**config.mk**
```make
export PLATFORM = sky130hd
export DESIGN_NAME = isp_flash_ctrl
export DESIGN_NICKNAME = d
export VERILOG_FILES = /design/src/core/isp_pkg.sv /design/src/core/isp_flash_ctrl.sv /design/src/core/isp_pin_sync.sv /design/src/core/isp_unlock.sv
export SDC_FILE = /design/constraint.sdc
export NUM_CORES = 1
export LEC_CHECK = 0
export BUFFER_PORTS_ARGS = -buffer_cell sky130_fd_sc_hd__buf_4
export CAP_MARGIN = 40
export CELL_PAD_IN_SITES_DETAIL_PLACEMENT = 0
export CELL_PAD_IN_SITES_GLOBAL_PLACEMENT = 1
export CORE_ASPECT_RATIO = 2
export CORE_UTILIZATION = 37
export DETAILED_ROUTE_END_ITERATION = 7
export PLACE_DENSITY_LB_ADDON = 0.1
export SYNTH_ARGS = -nofsm -noshare
export SYNTH_HDL_FRONTEND = slang
export SYNTH_SLANG_ARGS = --single-unit
```
**constraint.sdc**
```tcl
create_clock -name clk -period 2.2 [get_ports clk]
set_clock_uncertainty 0.05 [all_clocks]
set_input_delay 0 -clock clk [delete_from_list [all_inputs] [get_ports clk]]
set_output_delay 0 -clock clk [all_outputs]
set_load 0.01 [all_outputs]
```
**src/core/isp_pkg.sv**
```systemverilog
package isp_pkg;

  // Register indices; the byte address on the bus is four times the index.
  localparam logic [9:0] ISP_IDX_UNLOCK    = 10'h0F6;
  localparam logic [9:0] ISP_IDX_CMD       = 10'h0C7;
  localparam logic [9:0] ISP_IDX_ADDR_HI   = 10'h0C4;
  localparam logic [9:0] ISP_IDX_ADDR_LO   = 10'h0C5;
  localparam logic [9:0] ISP_IDX_DATA      = 10'h0C6;
  localparam logic [9:0] ISP_IDX_CHIP_CTRL = 10'h0A0;
  localparam logic [9:0] ISP_IDX_CLK_CFG   = 10'h0A1;
  localparam logic [9:0] ISP_IDX_OPTION    = 10'h0A2;
  localparam logic [9:0] ISP_IDX_STATUS    = 10'h0A3;

  localparam logic [7:0] ISP_KEY_FIRST  = 8'h87;
  localparam logic [7:0] ISP_KEY_SECOND = 8'h59;

  localparam int ISP_KEY_EXPIRE_MC = 3;
  localparam int ISP_WINDOW_MC     = 3;
  localparam int ISP_CLKS_PER_MC   = 12;
  localparam logic [2:0] ISP_STRAP_SETTLE = 3'h6;

  localparam int ISP_CHIP_ISP_EN = 0;
  localparam logic [7:0] ISP_SOFT_RESET_MASK = 8'h83;

  localparam int ISP_CMD_BANK = 6;
  localparam int ISP_CMD_OE   = 5;
  localparam int ISP_CMD_CE   = 4;
  localparam logic [3:0] ISP_OP_READ    = 4'h0;
  localparam logic [3:0] ISP_OP_PROGRAM = 4'h1;
  localparam logic [3:0] ISP_OP_ERASE   = 4'h2;

  localparam int ISP_OPT_LOCK    = 1;
  localparam int ISP_OPT_CODE_MEMORY_READ    = 2;
  localparam int ISP_OPT_ENC     = 3;
  localparam int ISP_OPT_BOOT_P2 = 4;
  localparam int ISP_OPT_BOOT_P4 = 5;
  localparam int ISP_OPT_OSC     = 7;

  localparam logic [7:0] ISP_CHIP_CTRL_RST = 8'h00;
  localparam logic [7:0] ISP_CLK_CFG_RST   = 8'h00;
  localparam logic [7:0] ISP_CMD_RST       = 8'h10;
  localparam logic [7:0] ISP_OPT_RST       = 8'hFF;

  typedef enum logic [2:0] {
    ISP_TA_CLOSED = 3'b001,
    ISP_TA_ARMED  = 3'b010,
    ISP_TA_OPEN   = 3'b100
  } isp_ta_state_t;

endpackage : isp_pkg

```
**src/core/isp_flash_ctrl.sv**
```systemverilog
// Notes on behaviour
// - Key 87h arms for three machine cycles; 59h then opens three-cycle window.
// - Chip control and clock config writes are dropped unless the window is open.
// - Second key arriving after arm time expires opens nothing; guarded writes fail.
// - Guarded write after the window closed leaves the bit unchanged.
// - Chip control is read-only from reset until the two keys unlock it.
// - Any other value written to the unlock register closes write permission.
// - Chip control bit 0 set means programming mode on next wake from idle.
// - That wake selects loader bank, clears PC and pushes zero to stack.
// - First return from interrupt then lands at loader address zero.
// - Writing bits 0, 1 and 7 set resets the CPU back to application bank.
// - Flash address sits in high and low byte registers; data in its own.
// - Command bit 6 picks bank: 0 application, 1 loader; bit 7 reserved.
// - Command bit 5 output enable, bit 4 chip enable, bits 3..0 opcode.
// - Opcodes: erase 0010, program 0001, read 0000; read returns data.
// - After power-on reset code runs from the application bank.
// - Straps low with matching option bit low boot from the loader bank.
// - Lock option low refuses flash and option bit access.
// - Read inhibit low confines external code reads to external memory.
// - Encryption encodes port 0 data; an application bank erase command or a system reset clears it.
// - Option bit 7 low halves oscillator gain.
module isp_flash_ctrl #(
  parameter int CLKS_PER_MC = isp_pkg::ISP_CLKS_PER_MC
) (
  input  wire logic        clk,
  input  wire logic        sys_rst,
  input  wire logic        psel,
  input  wire logic        penable,
  input  wire logic        pwrite,
  input  wire logic [11:0] paddr,
  input  wire logic [31:0] pwdata,
  output logic      [31:0] prdata,
  output logic             pready,
  output logic             pslverr,
  input  wire logic        cpu_idle,
  input  wire logic        boot_strap_a,
  input  wire logic        boot_strap_b,
  input  wire logic        boot_strap_c,
  input  wire logic [7:0]  option_bits,
  input  wire logic [7:0]  flash_rdata,
  input  wire logic        flash_rdata_valid,
  output logic             flash_cmd_strobe,
  output logic      [15:0] flash_addr,
  output logic      [7:0]  flash_wdata,
  output logic      [3:0]  flash_op,
  output logic             flash_output_enable,
  output logic             flash_chip_enable,
  output logic             target_bank_select,
  output logic      [7:0]  clock_config_reg,
  output logic             fetch_from_loader,
  output logic             isp_mode,
  output logic             pc_clear,
  output logic             stack_push_zero,
  output logic             cpu_soft_reset,
  output logic             code_memory_read_external_only,
  output logic             encrypt_enable,
  output logic             osc_half_gain
);

  function automatic logic isp_hit(input logic [11:0] a, input logic [9:0] idx);
    return (a[11:2] == idx) && (a[1:0] == 2'b00);
  endfunction : isp_hit

  logic        pready_reg;
  logic        pslverr_reg;
  logic [7:0]  prdata_reg;
  logic [7:0]  chip_ctrl_reg;
  logic [7:0]  clk_cfg_reg;
  logic [7:0]  cmd_reg;
  logic [7:0]  addr_hi_reg;
  logic [7:0]  addr_lo_reg;
  logic [7:0]  data_reg;
  logic [7:0]  opt_reg;
  logic        strobe_reg;
  logic        loader_reg;
  logic        isp_reg;
  logic        pc_clear_reg;
  logic        push_reg;
  logic        srst_reg;
  logic        idle_d_reg;
  logic        boot_done_reg;
  logic [2:0]  boot_cnt_reg;
  logic        enc_reg;
  logic        code_memory_read_reg;
  logic        osc_reg;
  logic [2:0]  straps;
  logic        window_open;

  // Bus decode. The answer takes one wait state so that read data is registered.
  wire access_phase = psel & penable;
  wire answer_now   = access_phase & ~pready_reg;
  wire done         = access_phase & pready_reg;
  wire hit_unlock   = isp_hit(paddr, isp_pkg::ISP_IDX_UNLOCK);
  wire hit_cmd      = isp_hit(paddr, isp_pkg::ISP_IDX_CMD);
  wire hit_ahi      = isp_hit(paddr, isp_pkg::ISP_IDX_ADDR_HI);
  wire hit_alo      = isp_hit(paddr, isp_pkg::ISP_IDX_ADDR_LO);
  wire hit_data     = isp_hit(paddr, isp_pkg::ISP_IDX_DATA);
  wire hit_chip     = isp_hit(paddr, isp_pkg::ISP_IDX_CHIP_CTRL);
  wire hit_clk      = isp_hit(paddr, isp_pkg::ISP_IDX_CLK_CFG);
  wire hit_opt      = isp_hit(paddr, isp_pkg::ISP_IDX_OPTION);
  wire hit_stat     = isp_hit(paddr, isp_pkg::ISP_IDX_STATUS);
  wire hit_any      = hit_unlock | hit_cmd | hit_ahi | hit_alo | hit_data
                    | hit_chip | hit_clk | hit_opt | hit_stat;
  wire wr           = done & pwrite;
  wire [7:0] wbyte  = pwdata[7:0];

  wire lock_active  = boot_done_reg & ~opt_reg[isp_pkg::ISP_OPT_LOCK];
  wire key_write    = wr & hit_unlock;
  wire wr_chip      = wr & hit_chip & window_open;
  wire wr_clk       = wr & hit_clk & window_open;
  wire wr_cmd       = wr & hit_cmd & ~lock_active;
  wire soft_reset   = wr_chip
                    & ((wbyte & isp_pkg::ISP_SOFT_RESET_MASK) == isp_pkg::ISP_SOFT_RESET_MASK);
  wire wake         = idle_d_reg & ~cpu_idle;
  wire isp_enter    = wake & chip_ctrl_reg[isp_pkg::ISP_CHIP_ISP_EN] & ~isp_reg;
  wire capture      = ~boot_done_reg & (boot_cnt_reg == isp_pkg::ISP_STRAP_SETTLE);
  wire erase_app    = wr_cmd & (wbyte[3:0] == isp_pkg::ISP_OP_ERASE)
                    & ~wbyte[isp_pkg::ISP_CMD_BANK];

  // Strap a and b with option bit 4 low, or strap c with option bit 5 low.
  wire boot_p2      = ~straps[0] & ~straps[1] & ~option_bits[isp_pkg::ISP_OPT_BOOT_P2];
  wire boot_p4      = ~straps[2] & ~option_bits[isp_pkg::ISP_OPT_BOOT_P4];
  wire boot_loader  = boot_p2 | boot_p4;

  wire [7:0] status = {3'b000, lock_active, boot_done_reg, window_open, loader_reg, isp_reg};
  wire [7:0] opt_view = lock_active ? 8'h00 : opt_reg;
  wire [7:0] rd_mux = hit_cmd  ? {1'b0, cmd_reg[6:0]} :
                      hit_ahi  ? addr_hi_reg :
                      hit_alo  ? addr_lo_reg :
                      hit_data ? data_reg :
                      hit_chip ? chip_ctrl_reg :
                      hit_clk  ? clk_cfg_reg :
                      hit_opt  ? opt_view :
                      hit_stat ? status : 8'h00;

  wire [7:0] chip_next = soft_reset ? isp_pkg::ISP_CHIP_CTRL_RST :
                         wr_chip    ? wbyte : chip_ctrl_reg;
  wire loader_next = isp_enter  ? 1'b1 :
                     soft_reset ? 1'b0 :
                     capture    ? boot_loader : loader_reg;

  isp_unlock #(
    .CLKS_PER_MC (CLKS_PER_MC)
  ) u_unlock (
    .clk         (clk),
    .sys_rst     (sys_rst),
    .key_write   (key_write),
    .key_data    (wbyte),
    .window_open (window_open)
  );

  isp_pin_sync #(
    .WIDTH (3)
  ) u_straps (
    .clk     (clk),
    .sys_rst (sys_rst),
    .pin_in  ({boot_strap_c, boot_strap_b, boot_strap_a}),
    .pin_out (straps)
  );

  always_ff @(posedge clk) begin
    if (sys_rst) begin
      pready_reg  <= 1'b0;
      pslverr_reg <= 1'b0;
      prdata_reg  <= 8'h00;
    end else begin
      pready_reg  <= answer_now;
      pslverr_reg <= answer_now & ~hit_any;
      prdata_reg  <= (answer_now & ~pwrite) ? rd_mux : 8'h00;
    end
  end

  always_ff @(posedge clk) begin
    if (sys_rst) begin
      chip_ctrl_reg <= isp_pkg::ISP_CHIP_CTRL_RST;
      clk_cfg_reg   <= isp_pkg::ISP_CLK_CFG_RST;
    end else begin
      chip_ctrl_reg <= chip_next;
      clk_cfg_reg   <= wr_clk ? wbyte : clk_cfg_reg;
    end
  end

  // Flash data: a returning read wins over a software write in the same cycle.
  always_ff @(posedge clk) begin
    if (sys_rst) begin
      cmd_reg     <= isp_pkg::ISP_CMD_RST;
      addr_hi_reg <= 8'h00;
      addr_lo_reg <= 8'h00;
      data_reg    <= 8'h00;
      strobe_reg  <= 1'b0;
    end else begin
      cmd_reg     <= wr_cmd ? {1'b0, wbyte[6:0]} : cmd_reg;
      addr_hi_reg <= (wr & hit_ahi) ? wbyte : addr_hi_reg;
      addr_lo_reg <= (wr & hit_alo) ? wbyte : addr_lo_reg;
      data_reg    <= flash_rdata_valid ? flash_rdata :
                     (wr & hit_data) ? wbyte : data_reg;
      strobe_reg  <= wr_cmd;
    end
  end

  // Options are latched once the straps have settled after release.
  always_ff @(posedge clk) begin
    if (sys_rst) begin
      boot_cnt_reg  <= 3'h0;
      boot_done_reg <= 1'b0;
      opt_reg       <= isp_pkg::ISP_OPT_RST;
      loader_reg    <= 1'b0;
    end else begin
      boot_cnt_reg  <= boot_done_reg ? boot_cnt_reg : boot_cnt_reg + 3'h1;
      boot_done_reg <= boot_done_reg | capture;
      opt_reg       <= capture ? option_bits : opt_reg;
      loader_reg    <= loader_next;
    end
  end

  always_ff @(posedge clk) begin
    if (sys_rst) begin
      idle_d_reg   <= 1'b0;
      isp_reg      <= 1'b0;
      pc_clear_reg <= 1'b0;
      push_reg     <= 1'b0;
      srst_reg     <= 1'b0;
    end else begin
      idle_d_reg   <= cpu_idle;
      isp_reg      <= isp_enter | (isp_reg & ~soft_reset);
      pc_clear_reg <= isp_enter;
      push_reg     <= isp_enter;
      srst_reg     <= soft_reset;
    end
  end

  // Encryption is sticky: a reload cannot switch it off, only an application erase or a system reset.
  always_ff @(posedge clk) begin
    if (sys_rst) begin
      enc_reg  <= 1'b0;
      code_memory_read_reg <= 1'b0;
      osc_reg  <= 1'b0;
    end else begin
      enc_reg  <= (capture & ~option_bits[isp_pkg::ISP_OPT_ENC])
                | (enc_reg & ~erase_app);
      code_memory_read_reg <= boot_done_reg & ~opt_reg[isp_pkg::ISP_OPT_CODE_MEMORY_READ];
      osc_reg  <= boot_done_reg & ~opt_reg[isp_pkg::ISP_OPT_OSC];
    end
  end

  assign prdata              = {24'h0000_00, prdata_reg};
  assign pready              = pready_reg;
  assign pslverr             = pslverr_reg;
  assign flash_cmd_strobe    = strobe_reg;
  assign flash_addr          = {addr_hi_reg, addr_lo_reg};
  assign flash_wdata         = data_reg;
  assign flash_op            = cmd_reg[3:0];
  assign flash_output_enable = cmd_reg[isp_pkg::ISP_CMD_OE];
  assign flash_chip_enable   = cmd_reg[isp_pkg::ISP_CMD_CE];
  assign target_bank_select  = cmd_reg[isp_pkg::ISP_CMD_BANK];
  assign clock_config_reg    = clk_cfg_reg;
  assign fetch_from_loader   = loader_reg;
  assign isp_mode            = isp_reg;
  assign pc_clear            = pc_clear_reg;
  assign stack_push_zero     = push_reg;
  assign cpu_soft_reset      = srst_reg;
  assign code_memory_read_external_only  = code_memory_read_reg;
  assign encrypt_enable      = enc_reg;
  assign osc_half_gain       = osc_reg;

  guard_hold_a: assert property (
    @(posedge clk) disable iff (sys_rst)
    wr && (hit_chip || hit_clk) && !window_open
      |=> $stable(chip_ctrl_reg) && $stable(clk_cfg_reg)
  ) else $error("guarded register changed with window closed");

  isp_entry_a: assert property (
    @(posedge clk) disable iff (sys_rst)
    isp_enter |=> isp_mode && fetch_from_loader && pc_clear && stack_push_zero
      ##1 !pc_clear && !stack_push_zero
  ) else $error("wake into programming mode incomplete");

  soft_reset_a: assert property (
    @(posedge clk) disable iff (sys_rst)
    soft_reset && !isp_enter |=> cpu_soft_reset && !fetch_from_loader && !isp_mode
  ) else $error("software reset did not return to application bank");

  lock_refuse_a: assert property (
    @(posedge clk) disable iff (sys_rst)
    wr && hit_cmd && lock_active |=> !flash_cmd_strobe && $stable(cmd_reg)
  ) else $error("locked device accepted a flash command");

  cmd_fields_a: assert property (
    @(posedge clk) disable iff (sys_rst)
    wr_cmd |=> flash_cmd_strobe && flash_op == $past(wbyte[3:0])
      && target_bank_select == $past(wbyte[isp_pkg::ISP_CMD_BANK])
  ) else $error("flash command fields not driven from the written byte");

  gain_option_a: assert property (
    @(posedge clk) disable iff (sys_rst)
    boot_done_reg && $stable(opt_reg) |=> osc_half_gain == !opt_reg[isp_pkg::ISP_OPT_OSC]
  ) else $error("oscillator gain does not follow option bit");
endmodule : isp_flash_ctrl

```
**src/core/isp_pin_sync.sv**
```systemverilog
module isp_pin_sync #(
  parameter int WIDTH = 3
) (
  input  wire logic             clk,
  input  wire logic             sys_rst,
  input  wire logic [WIDTH-1:0] pin_in,
  output logic      [WIDTH-1:0] pin_out
);
  logic [WIDTH-1:0] ff1_reg;
  logic [WIDTH-1:0] ff2_reg;
  logic [WIDTH-1:0] ff3_reg;
  logic [WIDTH-1:0] out_reg;
  wire  [WIDTH-1:0] agree = ~(ff2_reg ^ ff3_reg);
  wire  [WIDTH-1:0] out_next = (agree & ff3_reg) | (~agree & out_reg);

  // Straps idle high, so reset assumes the released state.
  always_ff @(posedge clk) begin
    if (sys_rst) begin
      ff1_reg <= '1;
      ff2_reg <= '1;
      ff3_reg <= '1;
      out_reg <= '1;
    end else begin
      ff1_reg <= pin_in;
      ff2_reg <= ff1_reg;
      ff3_reg <= ff2_reg;
      out_reg <= out_next;
    end
  end

  assign pin_out = out_reg;
endmodule : isp_pin_sync

```
**src/core/isp_unlock.sv**
```systemverilog
module isp_unlock #(
  parameter int CLKS_PER_MC = isp_pkg::ISP_CLKS_PER_MC
) (
  input  wire logic       clk,
  input  wire logic       sys_rst,
  input  wire logic       key_write,
  input  wire logic [7:0] key_data,
  output logic            window_open
);
  localparam int ARM_CLKS = isp_pkg::ISP_KEY_EXPIRE_MC * CLKS_PER_MC;
  localparam int WIN_CLKS = isp_pkg::ISP_WINDOW_MC * CLKS_PER_MC;
  localparam int CW       = $clog2(ARM_CLKS + WIN_CLKS + 1);

  isp_pkg::isp_ta_state_t state_reg;
  isp_pkg::isp_ta_state_t state_next;
  logic [CW-1:0]          cnt_reg;
  logic [CW-1:0]          cnt_next;
  logic [CW-1:0]          open_cnt_reg;

  wire is_first  = key_data == isp_pkg::ISP_KEY_FIRST;
  wire is_second = key_data == isp_pkg::ISP_KEY_SECOND;

  always_comb begin
    state_next = state_reg;
    cnt_next   = cnt_reg;
    if (key_write) begin
      if (is_first) begin
        state_next = isp_pkg::ISP_TA_ARMED;
        cnt_next   = CW'(ARM_CLKS - 1);
      end else if (is_second && state_reg == isp_pkg::ISP_TA_ARMED) begin
        state_next = isp_pkg::ISP_TA_OPEN;
        cnt_next   = CW'(WIN_CLKS - 1);
      end else begin
        state_next = isp_pkg::ISP_TA_CLOSED;
        cnt_next   = '0;
      end
    end else begin
      unique case (state_reg)
        isp_pkg::ISP_TA_CLOSED: begin
          cnt_next = '0;
        end
        isp_pkg::ISP_TA_ARMED, isp_pkg::ISP_TA_OPEN: begin
          if (cnt_reg == '0) begin
            state_next = isp_pkg::ISP_TA_CLOSED;
          end else begin
            cnt_next = cnt_reg - CW'(1);
          end
        end
        default: begin
          state_next = isp_pkg::ISP_TA_CLOSED;
          cnt_next   = '0;
        end
      endcase
    end
  end

  // System reset closes the scheme, a software reset does not; counting is in core clocks per machine cycle.
  always_ff @(posedge clk) begin
    if (sys_rst) begin
      state_reg    <= isp_pkg::ISP_TA_CLOSED;
      cnt_reg      <= '0;
      open_cnt_reg <= '0;
    end else begin
      state_reg    <= state_next;
      cnt_reg      <= cnt_next;
      open_cnt_reg <= (state_next == isp_pkg::ISP_TA_OPEN) ? open_cnt_reg + CW'(1) : '0;
    end
  end

  assign window_open = state_reg == isp_pkg::ISP_TA_OPEN;

  key_opens_window_a: assert property (
    @(posedge clk) disable iff (sys_rst)
    key_write && is_second && state_reg == isp_pkg::ISP_TA_ARMED |=> window_open
  ) else $error("second key inside arm time did not open window");

  window_length_a: assert property (
    @(posedge clk) disable iff (sys_rst)
    open_cnt_reg <= CW'(WIN_CLKS)
  ) else $error("write window stayed open too long");

  bad_key_closes_a: assert property (
    @(posedge clk) disable iff (sys_rst)
    key_write && !is_first && !(is_second && state_reg == isp_pkg::ISP_TA_ARMED)
      |=> !window_open
  ) else $error("foreign key value left window open");

  late_key_fails_a: assert property (
    @(posedge clk) disable iff (sys_rst)
    state_reg == isp_pkg::ISP_TA_ARMED && cnt_reg == '0 && !key_write
      |=> state_reg == isp_pkg::ISP_TA_CLOSED ##1 !window_open
  ) else $error("arm time did not expire");
endmodule : isp_unlock

```
; After elaboration in Yosys (flattened, before gate mapping)
; Index checks and enable logic that the tools add are counted.
[op_classes]
addsub = 2
n_eq_ne = 20
n_mux = 24
n_bitwise = 70
n_reduce_logical = 19
[op_table]
columns = operator, count
row1 = "10-bit by 8-bit == test with 1-bit output, second input constant", 9
row2 = 8-bit 2-to-1 mux, 9
row3 = 7-bit 2-to-1 mux, 5
row4 = 1-bit bitwise AND, 32
row5 = 1-bit inverter, 20
row6 = 3-bit 2-to-1 mux, 4
row7 = 1-bit OR, 12
row8 = 1-bit logical AND, 10
row9 = "3-bit == test, second input constant", 3
row10 = "8-bit by 7-bit == test with 1-bit output, second input constant", 1
row11 = "8-bit == test, second input constant", 1
row12 = 7-bit logical NOT, 1
row13 = "7-bit by 1-bit subtractor with 7-bit output, second input constant", 1
row14 = 3-bit bitwise AND, 2
row15 = 6-bit 2-to-1 mux, 1
row16 = 3-bit inverter, 2
row17 = 3-bit one-hot mux with 2 select lines, 1
row18 = 2-bit OR reduction, 3
row19 = 5-bit 2-to-1 mux, 1
row20 = "4-bit by 2-bit == test with 1-bit output, second input constant", 1
row21 = "3-bit by 1-bit adder with 3-bit output, second input constant", 1
row22 = "3-bit by 1-bit == test with 1-bit output, second input constant", 1
row23 = "3-bit by 2-bit == test with 1-bit output, second input constant", 1
row24 = 1-bit 2-to-1 mux, 3
row25 = 10 further kinds, 10
[totals]
regBits = 100
in_bits = 70
out_inout_bits = 82
word_cells = 163

; Logic depth before layout (Yosys ltp)
[logic_depth]
ltp_word = 12
ltp_mapped = 7
ltp_nobuf = 7

; Cells and area by module
; A second synthesis with hierarchy kept.
[hier_totals]
hier_cells = 536
area_unflattened_um2 = 4647.0
[by_module_without_submodules]
columns = module, n_inst, cells_per_inst, area_per_inst_um2, seq_area_each_um2
row1 = isp_flash_ctrl, 1, 444, 3756.1, 1561.5
row2 = isp_unlock, 1, 61, 534.3, 200.2
row3 = isp_pin_sync, 1, 31, 356.6, 240.2

; Worst setup path after synthesis
; OpenSTA, ideal clock, no wires.
[synth_timing]
kind = input -> register
from = input port paddr[5]
to = register enc_reg, in the netlist encrypt_enable
setup_time_ps = 129
arrival_ps = 1613
required_ps = 2021
slack_ps = 408
cell_stages = 6
n_path_buf = 1
path_cell_list = or4b_4 > buf_6 > nor4_4 > nand2_4 > o311ai_2 > o31ai_1
[synth_via]
elab_chain_cells = 9
[synth_lines]
columns = item, line
row1 = "start, declared", isp_flash_ctrl.sv:30  ; input wire logic [11:0] paddr,
row2 = 10-bit by 8-bit == test with 1-bit output, isp_flash_ctrl.sv:61  ; return (a[11:2] == idx) && (a[1:0] == 2'b00);
row3 = 1-bit logical AND, isp_flash_ctrl.sv:61
row4 = 1-bit bitwise AND (2 in a row), isp_flash_ctrl.sv:111  ; wire wr_cmd = wr & hit_cmd & ~lock_active;
row5 = 1-bit bitwise AND, isp_flash_ctrl.sv:117  ; wire erase_app = wr_cmd & (wbyte[3:0] == isp_pkg::ISP_OP_ERASE)
row6 = 1-bit bitwise AND, isp_flash_ctrl.sv:118  ; & ~wbyte[isp_pkg::ISP_CMD_BANK];
row7 = 1-bit inverter, isp_flash_ctrl.sv:240  ; | (enc_reg & ~erase_app);
row8 = 1-bit bitwise AND, isp_flash_ctrl.sv:240
row9 = 1-bit OR, isp_flash_ctrl.sv:240
row10 = "end signal, assigned", isp_flash_ctrl.sv:239  ; enc_reg <= (capture & ~option_bits[isp_pkg::ISP_OPT_ENC])
row11 = "end, declared", isp_flash_ctrl.sv:83  ; logic enc_reg;
; Every way passes these cells.
; A chain may end at the register's enable or synchronous reset.

; Final worst setup path
[layout_timing]
from = input port pwdata[3]
to = register enc_reg, in the netlist encrypt_enable
[layout_via]
elab_chain_cells = 6
[layout_lines]
columns = item, line
row1 = "start, declared", isp_flash_ctrl.sv:31  ; input wire logic [31:0] pwdata,
row2 = 4-bit by 2-bit == test with 1-bit output, isp_flash_ctrl.sv:117
row3 = 1-bit bitwise AND, isp_flash_ctrl.sv:117
row4 = 1-bit bitwise AND, isp_flash_ctrl.sv:118
row5 = 1-bit inverter, isp_flash_ctrl.sv:240
row6 = 1-bit bitwise AND, isp_flash_ctrl.sv:240
row7 = 1-bit OR, isp_flash_ctrl.sv:240
; Every way passes these cells.

==> key figures <==
Outcome
  • Status: completed

Synthesis
  • Synth cell count leaders: dfxtp_1 (100), nor2_1 (57), nand2_1 (48), a21oi_1 (36), mux2i_1 (35)
  • Top-count cell post-synth: dfxtp_1
  • Seq cells post-synth: 100
  • Sequential element share of the synthesized area: 42.8%
  • Top cell type's share of synthesized area: 42.8%
  • Distinct cells, synth: 65
  • Mapped Cells: 533
  • Synth warn: 0
  • Synth top area cells: dfxtp_1 (43%), mux2i_1 (7.5%), nor2_1 (4.6%), buf_4 (4.2%), a21oi_1 (3.9%)
  • Cell area after synthesis: 4670 um2
  • Mapped Avg Cell Area: 8.77 um2
  • Largest area contributor in the netlist: dfxtp_1
  • Async SR Flop Fraction: 0%
  • Post-synth EDFFs: 0
  • Main flop type after synthesis: dfxtp_1

Timing
  • FMAX: 0.468 GHz
  • Final setup violation count: 0
  • Final setup TNS: 0 ns
  • Final Hold Viols: 0
  • Minimum clock period: 2.14 ns
  • Pins Over Slew Limit: 0
  • Fin crit share: 97.1%
  • Setup ws final: 0.0635 ns
  • Relative slew slack: 60.9%
  • Worst-margin pin slew: 0.584 ns
  • RSZ-0062 raised after global routing: false

Placed design
  • Dpl ws: 0.206 ns
  • GPL Wtd Cong: 0.888
  • Port Buffers: 103
  • Hpwl dp: 11.3 mm

Power
  • Leak Pwr: 0.00272 uW
  • Peak VDD IR: 423 uV
  • Cell internal pwr: 2910 uW
  • P_sw: 968 uW
  • Pwr dens: 621 nW/um2
  • Clock power frac: 42.3%
  • Sw Ratio: 25.0%
  • Seq pwr share: 48.1%
  • Logic pwr share: 9.6%

Critical path
  • Worst EP arrival: 2.32 ns
  • Crit path required time: 2.38 ns
  • Worst Setup End Kind: flip-flop
  • Startpoint Class: primary input
  • Crit. Startpoint: pwdata[3]
  • Critical path class: in2reg
  • Critical R2R Launch: pready
  • CP max FO: 9

Finish
  • Area grow syn2layout: 33.5%
  • Layout fillers: 1201
  • Ant diodes: 0
  • Share of cells above drive strength 1: 26.1%
  • Final nets: 748

Drt
  • Pre-antenna DRT Iters: 5
  • Post-DRT Antenna Nets: 0
  • Final WL: 15.1 mm
  • Vias/cell: 5.24
  • Post-DR wirelength/cell: 18.2 um
  • DRT iter0 DRCs: 247
  • Via count: 4326
  • DRC: 0

Floorplanning
  • Full die area: 13100 um2
  • I/O pin count: 152
  • Die X-Extent: 81.5 um
  • Die H: 161 um
  • Core Box Area: 12200 um2
  • Initial core utilization: 38.3%
  • Floorplan row count: 57

CTS
  • Clock transition at path regs: 0.08 ns
  • Buffers inserted by post-CTS timing repair: 0
  • CTS Buffer Depth: 2
  • Clk_lat worst skew: 0.35 ns
  • H-Tree Depth: 3
  • Number of clock sinks: 100
  • Num CTS Buffers: 9
  • TritonCTS clock tree: yes
  • Root Buffer: clkbuf_16

Global routing
  • First-pass GRT wire length: 23.3 mm
  • Vias in the first global route: 4296
  • Initial antenna violation count: 0
  • Gr usage total: 24.1%
  • Largest net degree at the start of global routing: 43
  • Gr ovfl total: 0

Hold path
  • Hold wc startpoint: paddr[5]
  • HP Class: in2reg

Run
  • # Max-Cap Violations: 0
-- worst paths after layout --
kind	to	cells past startpoint	slack (ns)
min	pslverr	5	0.03
max reg2reg	encrypt_enable	6	0.13
max	encrypt_enable	6	0.06
min reg2reg	u_straps.ff2_reg[2]	1	0.36
-- power groups by stage --
stage | logic, uW | registers (uW) | clock network [uW]
final | 371 | 1860 | 1640
after global routing | 404 | 1870 | 1750
after CTS | 372 | 1860 | 1670
after detailed placement | 326 | 1910 | 0
after global placement | 320 | 1910 | 0
after floorplan | 200 | 1900 | 0
-- layout by cell type (no fill, tap or decap), drive strengths merged, types with 3 or more instances in the layout --
cell type / n
nor4: 9
nor4b: 3
nor3: 14
buf: 130
or2: 11
dfxtp: 100
clkbuf: 9
nand2: 49
nor2b: 12
or4b: 3
nand2b: 5
o21ai: 17
dlygate4sd3: 33
ha: 4
nand3: 30
inv: 15
or4: 3
a21oi: 36
nand4: 4
mux2i: 35
nor2: 58
a211oi: 15
a31oi: 3
conb: 24
xor2: 6
a21o: 3
mux2: 4
-- layer usage --
layer	wire [um]	global-route usage, %	share of wire, %
met5	0	0	0
met4	789	11.6	5.2
met3	542	3.98	3.6
met2	8280	44.0	55
met1	5440	25.6	36
-- what timing repair did --
item | 4_1_cts | 5_1_grt
gates resized for setup | 0 | 1
hold buffers | 33 | 0
endpoints found under the setup margin | 0 | 3
hold endpoints to repair | 65 | 0
-- logic make-up after synthesis --
kind of cell | synth area share (%)
flip-flops | 42.8
adder cells (fa/ha/maj) | 1.07
AO/OA/AOI/OAI | 13.2
XOR/XNOR | 1.50
other | 0.0802
AND/OR/NAND/NOR | 24.1
buffers and inverters | 7.84
multiplexers | 9.42
-- cell type report --
cell class,instances,area [um2],share of cell area [%]
Multi-Input combinational cell,388,2400,38.4
Sequential cell,100,2000,32.1
Timing Repair Buffer,163,1310,20.9
Clock buffer,9,225,3.61
Tap cell,147,184,2.95
Clock inverter,7,81.3,1.30
Inverter,12,45.0,0.722
-- critical path, stage by stage --
cell and delay [ns]:
dlygate4sd3_1 0.57, buf_4 0.18, or4b_2 0.68, o311ai_2 0.23, o31ai_1 0.10, dlygate4sd3_1 0.56
-- metrics by stage --
step	hold WS, ns	power (uW)	std cells	instance area, um2	util, %
after floorplan	0.0500	2100	556	4760	-
after global placement	0.136	2230	777	5600	45.9
after detailed placement	0.139	2230	777	5600	45.9
after CTS	0.0166	3910	826	6240	51.1
after global routing	0.0600	4020	826	6240	51.2
final	0.0340	3880	826	6240	51.2
Note: power is estimated with default switching activity, not from simulation.
